**src/design/brs_pkg.sv**
```systemverilog
`default_nettype none
package brs_pkg;

  // Command nibbles and the broadcast device address
  localparam logic [3:0] CMD_READ_REG     = 4'hB;
  localparam logic [3:0] CMD_SELFTEST_OFF = 4'hC;
  localparam logic [3:0] CMD_SELFTEST_ON  = 4'hD;
  localparam logic [3:0] GLOBAL_ADDR      = 4'h0;

  // Register map, byte addresses
  localparam logic [7:0] CTRL_OFF   = 8'h00;
  localparam logic [7:0] STAT_OFF   = 8'h04;
  localparam logic [7:0] REGF_BASE  = 8'h40;
  localparam logic [7:0] REGF_LAST  = 8'h7C;

  // Control word fields and reset value
  localparam int          CTRL_ADDR_LSB = 0;
  localparam int          CTRL_ENH_BIT  = 4;
  localparam logic [31:0] CTRL_WR_MASK  = 32'h0000_001F;
  localparam logic [31:0] CTRL_RST      = 32'h0000_0001;

  // Status word fields
  localparam int STAT_ST_BIT      = 0;
  localparam int STAT_LOCK_BIT    = 1;
  localparam int STAT_PENDING_BIT = 2;

  // Readable byte that holds the attribute field
  localparam logic [3:0] CFG1_IDX = 4'h1;
  localparam int         ATTR_LSB = 0;
  localparam logic [7:0] REGF_RST = 8'h00;

  localparam logic [1:0] RESP_OKAY   = 2'b00;
  localparam logic [1:0] RESP_SLVERR = 2'b10;

  typedef enum logic [2:0] {
    LK_IDLE    = 3'b001,
    LK_ONE_OFF = 3'b010,
    LK_LOCKED  = 3'b100
  } brs_lock_e;

  typedef enum logic [3:0] {
    SEL_CTRL = 4'b0001,
    SEL_STAT = 4'b0010,
    SEL_REGF = 4'b0100,
    SEL_NONE = 4'b1000
  } brs_sel_e;

  // One decoded bus command, valid for one cycle
  typedef struct packed {
    logic       valid;
    logic       is_long;
    logic       enhanced;
    logic       crc_ok;
    logic [7:0] data;
    logic [3:0] addr;
    logic [3:0] code;
  } brs_cmd_s;

  // Reply word handed to the bus transmitter, valid for one cycle
  typedef struct packed {
    logic        valid;
    logic        is_long;
    logic [15:0] data;
  } brs_resp_s;

  // Device state seen by the reply and by the lockout
  typedef struct packed {
    logic otp_program_enabled_flag;
    logic holdup_uv;
    logic bus_switch_close_flag;
    logic internal_error;
    logic clear_cmd;
    logic regulator_uv_reset;
    logic frame_timeout_reset;
  } brs_env_s;

endpackage : brs_pkg
`default_nettype wire

```
**src/design/brs_selftest_ctrl.sv**
```systemverilog
// Notes on behaviour
// Command nibble 1011 requests one internal register byte.
// Commands whose device address differs from ours are silently dropped.
// Low data nibble of a register read selects the byte to return.
// Read reply: device address, echoed byte address, register byte; CRC follows.
// Command nibble 1100 turns self-test off.
// Self-test off accepted in standard and enhanced, long and short framing.
// Self-test off data byte only matters for the CRC check.
// Self-test off to global address 0000 is executed without reply.
// Self-test off removes the test plate stimulus.
// Short off reply: bits 14..8 zero, then status byte.
// Long off reply: address, four zeros, same status byte.
// Internal error bit is 1 when a fault was detected.
// Attribute bits come from the first configuration register.
// Bus switch bit is 1 when the downstream switch is to close.
// Self-test bit is 1 while self-test circuitry is active.
// Undervoltage bit is set while holdup capacitor voltage is low.
// OTP bit is 1 while user OTP programming is enabled.
// Two self-test off commands in direct succession lock self-test out.
// Lockout keeps self-test off until undervoltage, Clear or a reset event.
// Register read only in long framing and never to global address.
// While locked, self-test on is refused and status bit reads zero.
// Nibble 1101 turns self-test on and restarts the off count.
// Any other accepted command between two off commands restarts the count.
`timescale 1ns/1ps
`default_nettype none
module brs_selftest_ctrl #(
  parameter int ADDR_W = 8
) (
  // Clock and reset
  input  wire logic                 aclk,
  input  wire logic                 aresetn,
  // AXI4-Lite write channels
  input  wire logic [ADDR_W-1:0]    s_axi_awaddr,
  input  wire logic                 s_axi_awvalid,
  output logic                      s_axi_awready,
  input  wire logic [31:0]          s_axi_wdata,
  input  wire logic [3:0]           s_axi_wstrb,
  input  wire logic                 s_axi_wvalid,
  output logic                      s_axi_wready,
  output logic [1:0]                s_axi_bresp,
  output logic                      s_axi_bvalid,
  input  wire logic                 s_axi_bready,
  // AXI4-Lite read channels
  input  wire logic [ADDR_W-1:0]    s_axi_araddr,
  input  wire logic                 s_axi_arvalid,
  output logic                      s_axi_arready,
  output logic [31:0]               s_axi_rdata,
  output logic [1:0]                s_axi_rresp,
  output logic                      s_axi_rvalid,
  input  wire logic                 s_axi_rready,
  // Decoded bus commands and device conditions
  input  wire brs_pkg::brs_cmd_s    cmd,
  input  wire brs_pkg::brs_env_s    env,
  // Replies and self-test control
  output var brs_pkg::brs_resp_s    resp,
  output logic                      plate_drive,
  output logic                      lockout
);

  typedef struct packed {
    brs_pkg::brs_lock_e  lock;
    logic                selftest;
    logic                locked;
    logic [31:0]         ctrl;
    logic [15:0][7:0]    regf;
    logic                aw_full;
    logic [ADDR_W-1:0]   aw_addr;
    logic                w_full;
    logic [31:0]         w_data;
    logic [3:0]          w_strb;
    logic                awready;
    logic                wready;
    logic                bvalid;
    logic [1:0]          bresp;
    logic                arready;
    logic                rvalid;
    logic [31:0]         rdata;
    logic [1:0]          rresp;
    brs_pkg::brs_resp_s  resp;
  } brs_state_s;

  brs_state_s st;
  brs_state_s next_st;

  logic [3:0] dev_addr;
  logic       enh_en;
  logic       frame_ok;
  logic       to_us;
  logic       to_global;
  logic       read_acc;
  logic       off_acc;
  logic       on_acc;
  logic       other_acc;
  logic       lock_clear;
  logic [7:0] stat_byte;
  logic       off_pending;

  // Word-aligned decode; low address bits are ignored
  function automatic brs_pkg::brs_sel_e decode(input logic [ADDR_W-1:0] a);
    logic [7:0] w;
    w = {a[7:2], 2'b00};
    if (w == brs_pkg::CTRL_OFF) begin
      return brs_pkg::SEL_CTRL;
    end else if (w == brs_pkg::STAT_OFF) begin
      return brs_pkg::SEL_STAT;
    end else if (w >= brs_pkg::REGF_BASE && w <= brs_pkg::REGF_LAST) begin
      return brs_pkg::SEL_REGF;
    end
    return brs_pkg::SEL_NONE;
  endfunction : decode

  // Status byte shared by both self-test off reply framings
  function automatic logic [7:0] status_of(input brs_pkg::brs_env_s e,
                                           input logic st_on,
                                           input logic [1:0] attr);
    return {e.otp_program_enabled_flag,
            e.holdup_uv,
            st_on,
            e.bus_switch_close_flag,
            attr,
            e.internal_error,
            1'b0};
  endfunction : status_of

  assign dev_addr  = st.ctrl[brs_pkg::CTRL_ADDR_LSB +: 4];
  assign enh_en    = st.ctrl[brs_pkg::CTRL_ENH_BIT];
  // Enhanced framing only counts once software has enabled it
  assign frame_ok  = cmd.valid && cmd.crc_ok && (!cmd.enhanced || enh_en);
  assign to_us     = frame_ok && (cmd.addr == dev_addr)
                     && (cmd.addr != brs_pkg::GLOBAL_ADDR);
  assign to_global = frame_ok && (cmd.addr == brs_pkg::GLOBAL_ADDR);
  assign read_acc  = to_us && cmd.is_long && (cmd.code == brs_pkg::CMD_READ_REG);
  assign off_acc   = (to_us || to_global) && (cmd.code == brs_pkg::CMD_SELFTEST_OFF);
  assign on_acc    = to_us && (cmd.code == brs_pkg::CMD_SELFTEST_ON);
  assign other_acc = to_us && (cmd.code != brs_pkg::CMD_READ_REG)
                     && (cmd.code != brs_pkg::CMD_SELFTEST_OFF)
                     && (cmd.code != brs_pkg::CMD_SELFTEST_ON);
  assign lock_clear = env.holdup_uv || env.clear_cmd || env.regulator_uv_reset
                      || env.frame_timeout_reset;
  // Self-test is reported as already removed in the off reply
  assign stat_byte = status_of(env, 1'b0,
                               st.regf[brs_pkg::CFG1_IDX][brs_pkg::ATTR_LSB +: 2]);
  // One off command seen, a second one locks
  assign off_pending = (st.lock == brs_pkg::LK_ONE_OFF);

  always_comb begin
    brs_pkg::brs_sel_e wsel;
    brs_pkg::brs_sel_e rsel;
    brs_pkg::brs_lock_e base;
    logic [31:0] wmask;
    wsel  = decode(st.aw_addr);
    rsel  = decode(s_axi_araddr);
    base  = lock_clear ? brs_pkg::LK_IDLE : st.lock;
    wmask = {{8{st.w_strb[3]}}, {8{st.w_strb[2]}}, {8{st.w_strb[1]}}, {8{st.w_strb[0]}}};
    next_st = st;
    next_st.resp.valid = 1'b0;

    // Register read reply
    if (read_acc) begin
      next_st.resp.valid   = 1'b1;
      next_st.resp.is_long = 1'b1;
      next_st.resp.data    = {cmd.addr, cmd.data[3:0], st.regf[cmd.data[3:0]]};
    end

    // Self-test off; broadcast form is silent
    if (off_acc) begin
      next_st.selftest = 1'b0;
      if (to_us) begin
        next_st.resp.valid   = 1'b1;
        next_st.resp.is_long = cmd.is_long;
        next_st.resp.data    = cmd.is_long ? {cmd.addr, 4'h0, stat_byte}
                                           : {8'h00, stat_byte};
      end
    end

    if (on_acc && st.lock != brs_pkg::LK_LOCKED) begin
      next_st.selftest = 1'b1;
    end

    // Lockout tracker; a second off wins over a same-cycle clear event
    if (off_acc) begin
      case (st.lock)
        brs_pkg::LK_IDLE:    next_st.lock = brs_pkg::LK_ONE_OFF;
        brs_pkg::LK_ONE_OFF: next_st.lock = brs_pkg::LK_LOCKED;
        brs_pkg::LK_LOCKED:  next_st.lock = brs_pkg::LK_LOCKED;
        default:             next_st.lock = brs_pkg::LK_IDLE;
      endcase
    end else if (read_acc || on_acc || other_acc) begin
      next_st.lock = (base == brs_pkg::LK_LOCKED) ? brs_pkg::LK_LOCKED
                                                  : brs_pkg::LK_IDLE;
    end else begin
      next_st.lock = base;
    end
    if (next_st.lock == brs_pkg::LK_LOCKED) begin
      next_st.selftest = 1'b0;
    end
    next_st.locked = (next_st.lock == brs_pkg::LK_LOCKED);

    // Write response retires before a new write can complete
    if (st.bvalid && s_axi_bready) begin
      next_st.bvalid = 1'b0;
    end
    if (s_axi_awvalid && st.awready) begin
      next_st.aw_full = 1'b1;
      next_st.aw_addr = s_axi_awaddr;
    end
    if (s_axi_wvalid && st.wready) begin
      next_st.w_full = 1'b1;
      next_st.w_data = s_axi_wdata;
      next_st.w_strb = s_axi_wstrb;
    end
    if (st.aw_full && st.w_full) begin
      next_st.aw_full = 1'b0;
      next_st.w_full  = 1'b0;
      next_st.bvalid  = 1'b1;
      next_st.bresp   = brs_pkg::RESP_OKAY;
      case (wsel)
        brs_pkg::SEL_CTRL: begin
          next_st.ctrl = (st.ctrl & ~(wmask & brs_pkg::CTRL_WR_MASK))
                         | (st.w_data & wmask & brs_pkg::CTRL_WR_MASK);
        end
        brs_pkg::SEL_REGF: begin
          if (st.w_strb[0]) begin
            next_st.regf[st.aw_addr[5:2]] = st.w_data[7:0];
          end
        end
        brs_pkg::SEL_STAT: begin
          next_st.bresp = brs_pkg::RESP_OKAY;
        end
        default: begin
          next_st.bresp = brs_pkg::RESP_SLVERR;
        end
      endcase
    end
    next_st.awready = !next_st.aw_full && !next_st.bvalid;
    next_st.wready  = !next_st.w_full && !next_st.bvalid;

    // Read channel, one outstanding read
    if (st.rvalid && s_axi_rready) begin
      next_st.rvalid = 1'b0;
    end
    if (s_axi_arvalid && st.arready) begin
      next_st.rvalid = 1'b1;
      next_st.rresp  = brs_pkg::RESP_OKAY;
      next_st.rdata  = 32'h0000_0000;
      case (rsel)
        brs_pkg::SEL_CTRL: next_st.rdata = st.ctrl;
        brs_pkg::SEL_STAT: begin
          next_st.rdata[brs_pkg::STAT_ST_BIT]      = st.selftest;
          next_st.rdata[brs_pkg::STAT_LOCK_BIT]    = (st.lock == brs_pkg::LK_LOCKED);
          next_st.rdata[brs_pkg::STAT_PENDING_BIT] = (st.lock == brs_pkg::LK_ONE_OFF);
        end
        brs_pkg::SEL_REGF: next_st.rdata[7:0] = st.regf[s_axi_araddr[5:2]];
        default:           next_st.rresp = brs_pkg::RESP_SLVERR;
      endcase
    end
    next_st.arready = !next_st.rvalid;
  end

  always_ff @(posedge aclk) begin
    if (!aresetn) begin
      st          <= '0;
      st.lock     <= brs_pkg::LK_IDLE;
      st.ctrl     <= brs_pkg::CTRL_RST;
      st.regf     <= {16{brs_pkg::REGF_RST}};
      st.awready  <= 1'b1;
      st.wready   <= 1'b1;
      st.arready  <= 1'b1;
    end else begin
      st <= next_st;
    end
  end

  assign s_axi_awready = st.awready;
  assign s_axi_wready  = st.wready;
  assign s_axi_bvalid  = st.bvalid;
  assign s_axi_bresp   = st.bresp;
  assign s_axi_arready = st.arready;
  assign s_axi_rvalid  = st.rvalid;
  assign s_axi_rdata   = st.rdata;
  assign s_axi_rresp   = st.rresp;
  assign resp          = st.resp;
  assign plate_drive   = st.selftest;
  assign lockout       = st.locked;
endmodule : brs_selftest_ctrl
`default_nettype wire

```
**config.mk**
```make
export PLATFORM = sky130hd
export DESIGN_NAME = brs_selftest_ctrl
export DESIGN_NICKNAME = d
export VERILOG_FILES = /design/src/design/brs_pkg.sv /design/src/design/brs_selftest_ctrl.sv
export SDC_FILE = /design/constraint.sdc
export NUM_CORES = 1
export LEC_CHECK = 0
export ABC_AREA = 1
export BUFFER_PORTS_ARGS = -buffer_cell sky130_fd_sc_hd__buf_2
export CORE_ASPECT_RATIO = 0.5
export CORE_UTILIZATION = 52
export CTS_CLUSTER_DIAMETER = 150
export DETAILED_ROUTE_END_ITERATION = 8
export PLACE_DENSITY = 0.77
export SYNTH_ARGS = -nofsm -noshare
export SYNTH_HDL_FRONTEND = slang
export SYNTH_SLANG_ARGS = --single-unit
```
**constraint.sdc**
```tcl
create_clock -name aclk -period 1.4 [get_ports aclk]
set_input_delay 0.07 -clock aclk [delete_from_list [all_inputs] [get_ports aclk]]
set_output_delay 0.07 -clock aclk [all_outputs]
set_load 0.01 [all_outputs]
```
==> metrics.cfg, run 1 <==
[cts]
clock_latency_ns=0.45
cts.clk_slew.worst_paths_ns=0.07
h-tree-depth=4
numClockSinks=188
cts_tree=yes
cts_root_buffer=clkbuf_16
ctsLongestPathBuffers=2
cts_inserted_buffers=17

[routing]
wl_met3_um=5320
wl_met2_um=16600
drtIter0Drc=1598
routedLengthMet1_um=14300
drcViolationCount=0
wirelength_um=38600
viasPerCell=6.29
avgRoutedWirePerCell_um=21.4
highest_layer=met4
antenna_left=0
via_count=11400
first_pass_iters=7

[timing]
rsz0062_at_grt=yes
final.setup.worst_slack_ns=-0.327
period_needed_ns=1.73
slew_headroom=0.262
hold_viol=0
holdWs_ns=0.00843
max_freq_mhz=579
slew_violations=0
finalSetupViolCount=154
skew_ns=0.0144
setup_tns_ns=-18.72
period_share=1.23
tightest_slew_ns=1.11

[yosys]
mappedNetlistArea_um2=9620
ys_ff_latch=188
yosysWarnings=0
synth_area_leader_cell=dfxtp_1
synth_top_area_frac=0.391
synthTopCellsByArea=dfxtp_1 39%, o21ai_0 12%, a21oi_1 12%
avgSynthCellArea_um2=7.08
ys_seq_area_frac=0.391
yosysUniqueCellTypes=44
synthesis.instances=1359

[setup_path]
crit_fanout=3
r2r-end=s_axi_rdata[4]
r2r_cells=6
r2r-start=st[189]
worst_ep_required_time_ns=1.72
end_kind=flip-flop
path_class=flip-flop to flip-flop
reg2reg_setup_slack_ns=-0.33
crit_arrival_ns=2.05
crit_path_start_kind=flip-flop

[min_path]
min-delay-start=cmd[18]
hp-class=input pin to flip-flop
holdPathStages=3
whs_endpoint=resp[13]

[flow_run]
drv_cap=0

[die]
core_area_um2=17700
pin_count=147
rows=34
die_width_um=194
start_util=0.542
fp.dieArea_um2=19100
die-height_um=98.2

[grt]
grt_max_degree=155
grt_pass1_vias=10100
antenna_found_initial=0
gr-usage-all-layers=0.366
grt_pass1_wl_um=54100
overflow=0

[finish]
diodes=0
final_util=0.780
final_cells=1806
area_growth_pct=44.0
drive_gt1_frac=0.399
layout.nets=1645
design_area_um2=13800

[placement]
placed_cells=1690
hpwl_um=21800
placed_area_um2=10800
globalplace.congestion=0.966
port_buffers=85

[power_and_ir_drop]
leakage_nw=5.38
pwr_density_cell_nw_per_um2=889
ir_worst_vdd_mv=0.828

[run_status]
violations=setup timing
status=complete, but fails checks

==> cells in the mapped netlist, drive strengths merged <==
| master | count |
|---|---|
| clkbuf | 53 |
| a221oi | 4 |
| nor4 | 3 |
| a211oi | 3 |
| nand4 | 3 |
| or2 | 1 |
| nor2 | 132 |
| o211ai | 32 |
| inv | 151 |
| a32o | 2 |
| o21ai | 234 |
| o32ai | 4 |
| o22ai | 2 |
| nand3 | 74 |
| dfxtp | 188 |
| o2111ai | 3 |
| o221ai | 20 |
| a22oi | 2 |
| a31oi | 1 |
| buf | 92 |
| nor3 | 5 |
| conb | 1 |
| clkinv | 4 |
| nand2 | 121 |
| a21oi | 223 |
| a21boi | 1 |
==> metal layers <==
| layer | GRT usage | vias up |
|---|---|---|
| met5 | 0 | - |
| li1 | - | 4975 |
| met1 | 0.463 | 5223 |
| met4 | 0.185 | 0 |
| met2 | 0.565 | 923 |
| met3 | 0.113 | 234 |
==> report_power, final <==
| part | switching, mW | leakage (nW) | internal [mW] | total (mW) |
|---|---|---|---|---|
| sequential | 0.0537 | 1.53 | 5.42 | 5.48 |
| combinational | 1.45 | 3.58 | 0.722 | 2.17 |
| clock | 2.32 | 0.268 | 2.33 | 4.65 |
| total | 3.82 | 5.38 | 8.48 | 12.3 |
==> worst max-delay path by stage <==
stage               startpoint              to  slack (ns)  cells past startpoint
global placement     flip-flop        resp[11]       -0.19                     11
detailed placement   flip-flop        resp[11]       -0.30                     11
floorplan            flip-flop         resp[2]       -0.07                     12
global route         flip-flop         lockout       -0.36                     14
finish                 st[189]  s_axi_rdata[4]       -0.33                      6
CTS                  flip-flop         resp[7]       -0.18                     12
==> state kept, by name (all words and copies together), names as in the netlist, named ones only <==
| register | flops |
|---|---|
| lockout | 1 |
| plate_drive | 1 |
| resp | 17 |
| s_axi_arready | 1 |
| s_axi_awready | 1 |
| s_axi_bresp | 1 |
| s_axi_bvalid | 1 |
| s_axi_rdata | 8 |
| s_axi_rresp | 1 |
| s_axi_rvalid | 1 |
| s_axi_wready | 1 |
| st | 148 |
==> final cells by class <==
cell class                 instances  area (um^2)
timing repair inverter             1         7.51
inverter                         155          633
clock buffer                      19          443
tap                              234          293
clock inverter                    13         93.8
timing repair buffer             291         2600
multi-input combinational        905         5990
sequential                       188         3780
fill                            1124         3900
==> kinds of logic after synthesis <==
logic type,after synthesis,synth area share
DFF,188,0.391
AOI/OAI and AO/OA,531,0.301
buffers and inverters,300,0.146
other,1,0.000390
and+or+nand+nor,339,0.161
==> cell usage in the layout (no fill, tap or decap), drive strengths merged, types with 4 or more instances in the layout <==
cell type / Yosys / final
nand3: 74 / 74
o21ai: 234 / 234
dlygate4sd3: 0 / 21
nor3: 5 / 5
o211ai: 32 / 32
buf: 92 / 269
o221ai: 20 / 20
clkbuf: 53 / 20
nor2: 132 / 132
a21oi: 223 / 223
o32ai: 4 / 4
a221oi: 4 / 4
conb: 1 / 26
nand2: 121 / 130
inv: 151 / 152
clkinv: 4 / 14
dfxtp: 188 / 188
==> through the flow <==
stage | total power [mW] | worst slack [ns]
floorplan | 6.52 | -0.0725
global placement | 7.11 | -0.188
detailed placement | 7.14 | -0.296
CTS | 11.8 | -0.183
global route | 12.6 | -0.359
finish | 12.3 | -0.327
==> repair_timing <==
item | CTS | global route
cloned | 11 | 6
gates resized for setup | 256 | 294
hold buffers | 21 | 0
setup endpoints to repair | 155 | 164
endpoints found under the hold margin | 21 | 0
pin swaps | 45 | 83
buffers inserted | 36 | 24
==> critical path, cell delays in order, from the launching register on <==
cell	delay (ns)
dfxtp_1	0.35
nor2_1	0.18
a21oi_1	0.11
o21ai_1	0.52
nand3_2	0.24
nand3_1	0.14
a21oi_1	0.06
No activity file was read; power rests on OpenSTA's default activity.
==> run 2: changes to the inputs <==
--- a/config.mk
+++ b/config.mk
@@ -6,12 +6,12 @@
 export NUM_CORES = 1
 export LEC_CHECK = 0
 export ABC_AREA = 1
-export BUFFER_PORTS_ARGS = -buffer_cell sky130_fd_sc_hd__buf_2
 export CORE_ASPECT_RATIO = 0.5
-export CORE_UTILIZATION = 52
+export CORE_UTILIZATION = 58
 export CTS_CLUSTER_DIAMETER = 150
 export DETAILED_ROUTE_END_ITERATION = 8
-export PLACE_DENSITY = 0.77
+export DONT_BUFFER_PORTS = 1
+export PLACE_DENSITY = 0.76
 export SYNTH_ARGS = -nofsm -noshare
 export SYNTH_HDL_FRONTEND = slang
 export SYNTH_SLANG_ARGS = --single-unit
==> run 2 against run 1 <==
Design area decreased by 8.7%. The flow finishes with violations (hold timing, setup timing). Fmax increased by 5.6%. Largest cell class unchanged. Combinational power decreased by 24%. Highest routed layer unchanged.
==> metrics.cfg, run 2 (synthesis results as in run 1) <==
[routing]
via_count=10700
wirelength_um=36300
drtIter0Drc=1591
wl_met2_um=15500
routedLengthMet1_um=13500
wl_met3_um=5430
first_pass_iters=9
highest_layer=met4
drcViolationCount=0
viasPerCell=6.47
antenna_left=0
avgRoutedWirePerCell_um=21.9

[setup_path]
crit_path_cell_trace=inv_2, nor2_4, inv_2, nor2_4, clkinv_4, nor2_4, buf_8, nand2_8, buf_12, o21ai_4, a21oi_2
r2r_cells=11
crit_arrival_ns=1.98
cp_slowest_cell=dfxtp_2
r2r-start=st[102]
crit_path_start_kind=flip-flop
cpPeakStageDelay_ns=0.33
cp_num_buf_inv=5
end_kind=flip-flop
reg2reg_setup_slack_ns=-0.24
worst_ep_required_time_ns=1.74
crit_fanout=8
path_class=flip-flop to flip-flop
worst_path_most_repeated_cell=nor2_4
crit_family=buffers and inverters
r2r-end=st[113]

[grt]
grt_pass1_wl_um=51100
antenna_found_initial=0
grt_pass1_vias=9383
overflow=0
grt_max_degree=156
gr-usage-all-layers=0.391

[power_and_ir_drop]
switching_power_mw=3.45
p_seq_frac=0.450
ir_worst_vdd_mv=1.09
clockPowerShare=0.414
p_int_mw=8.73
pwr_density_cell_nw_per_um2=964
combinationalPowerShare=0.136
p_sw_frac=0.283
leakage_nw=4.67
power_mw=12.2

[finish]
layout_common_cells=172 x a21oi_1, 163 x dfxtp_1, 124 x inv_1
mostFrequentLayoutCell=a21oi_1
design_area_um2=12600
layout.nets=1505
multi_input_area_um2=5870
fillCellCount=1019
drive_gt1_frac=0.351
diodes=0
ff_latch_area_um2=3790
area_growth_pct=31.4
registers.top_by_ff_count=st
largest_reg_flops=148

[timing]
period_share=1.17
finalSetupViolCount=151
tightest_slew_ns=0.540
max_freq_mhz=611
rsz0062_at_grt=yes
final.setup.worst_slack_ns=-0.236
slew_violations=0
hold_viol=130
slew_headroom=0.638
period_needed_ns=1.64
holdWs_ns=-0.247
setup_tns_ns=-19.08
skew_ns=0.0176

[min_path]
min-delay-start=aresetn
hp-class=input pin to flip-flop
whs_endpoint=st[98]
holdPathStages=2

[cts]
h-tree-depth=4
clock_latency_ns=0.46
cts.clk_slew.worst_paths_ns=0.07
numClockSinks=188
cts_inserted_buffers=17
cts_root_buffer=clkbuf_16
ctsLongestPathBuffers=2
cts_tree=yes
cts_hold_buf=14

[placement]
port_buffers=0
globalplace.congestion=0.929
hpwl_um=20200
dp_slack_ns=-0.219
placed_area_um2=10100

[die]
start_util=0.608
pin_count=147
core_area_um2=15800
rows=32
fp.dieArea_um2=17100
die-height_um=93.1
die_width_um=184

[flow_run]
drv_cap=0

[run_status]
status=complete, but fails checks
violations=hold timing, setup timing

==> run 2: cell count changes in the layout (fill, tap and decap cells not counted), sizes merged, moves of 2 or more <==
cell         previous run  this run
clkinv                 14         8
dlygate4sd3            21        14
bufinv                  0         2
buf                   269       139
==> run 2: timing repair <==
| action | in CTS | in global routing |
|---|---|---|
| buffers inserted | 17 | 13 |
| gates cloned | 7 | 6 |
| resized for setup | 213 | 300 |
| endpoints found under the setup margin | 150 | 162 |
| hold endpoints to repair | 169 | 158 |
| pin swaps | 35 | 76 |
==> run 2: final cells by class <==
cell class	instances	share of cell area
clock inverter	11	0.0104
tap	221	0.0219
sequential	188	0.300
inverter	155	0.0492
clock buffer	21	0.0364
timing repair buffer	153	0.117
multi-input combinational	904	0.464
==> run 2: metal layers <==
layer  GRT usage  up-vias
met2       0.598      898
met4       0.177        0
met3       0.111      212
met1       0.514     4903
met5           0        -
li1            -     4687
==> run 2: how the worst max path moves through the flow <==
| stage | start | to | slack (ns) | cells after the start |
|---|---|---|---|---|
| floorplan | flip-flop | resp[2] | -0.07 | 12 |
| global placement | flip-flop | resp[7] | -0.15 | 12 |
| detailed placement | flip-flop | resp[7] | -0.22 | 12 |
| CTS | flip-flop | resp[2] | -0.16 | 12 |
| global route | flip-flop | resp[7] | -0.33 | 12 |
| finish | st[102] | st[113] | -0.24 | 11 |
==> run 2: through the flow <==
stage / std cells / utilization / hold WS, ns
after floorplan: 1384 / - / 0.201
after global placement: 1568 / 0.638 / 0.186
after detailed placement: 1568 / 0.638 / 0.174
after CTS: 1638 / 0.735 / -0.248
after global routing: 1653 / 0.799 / -0.223
final: 1653 / 0.799 / -0.247
==> run 2: power by group through the flow <==
stage	registers, mW	logic (mW)	clock network, mW
detailed placement	5.60	1.20	0
global route	5.49	1.73	5.25
floorplan	5.61	0.918	0
finish	5.48	1.65	5.05
global placement	5.60	1.18	0
CTS	5.48	1.37	5.01
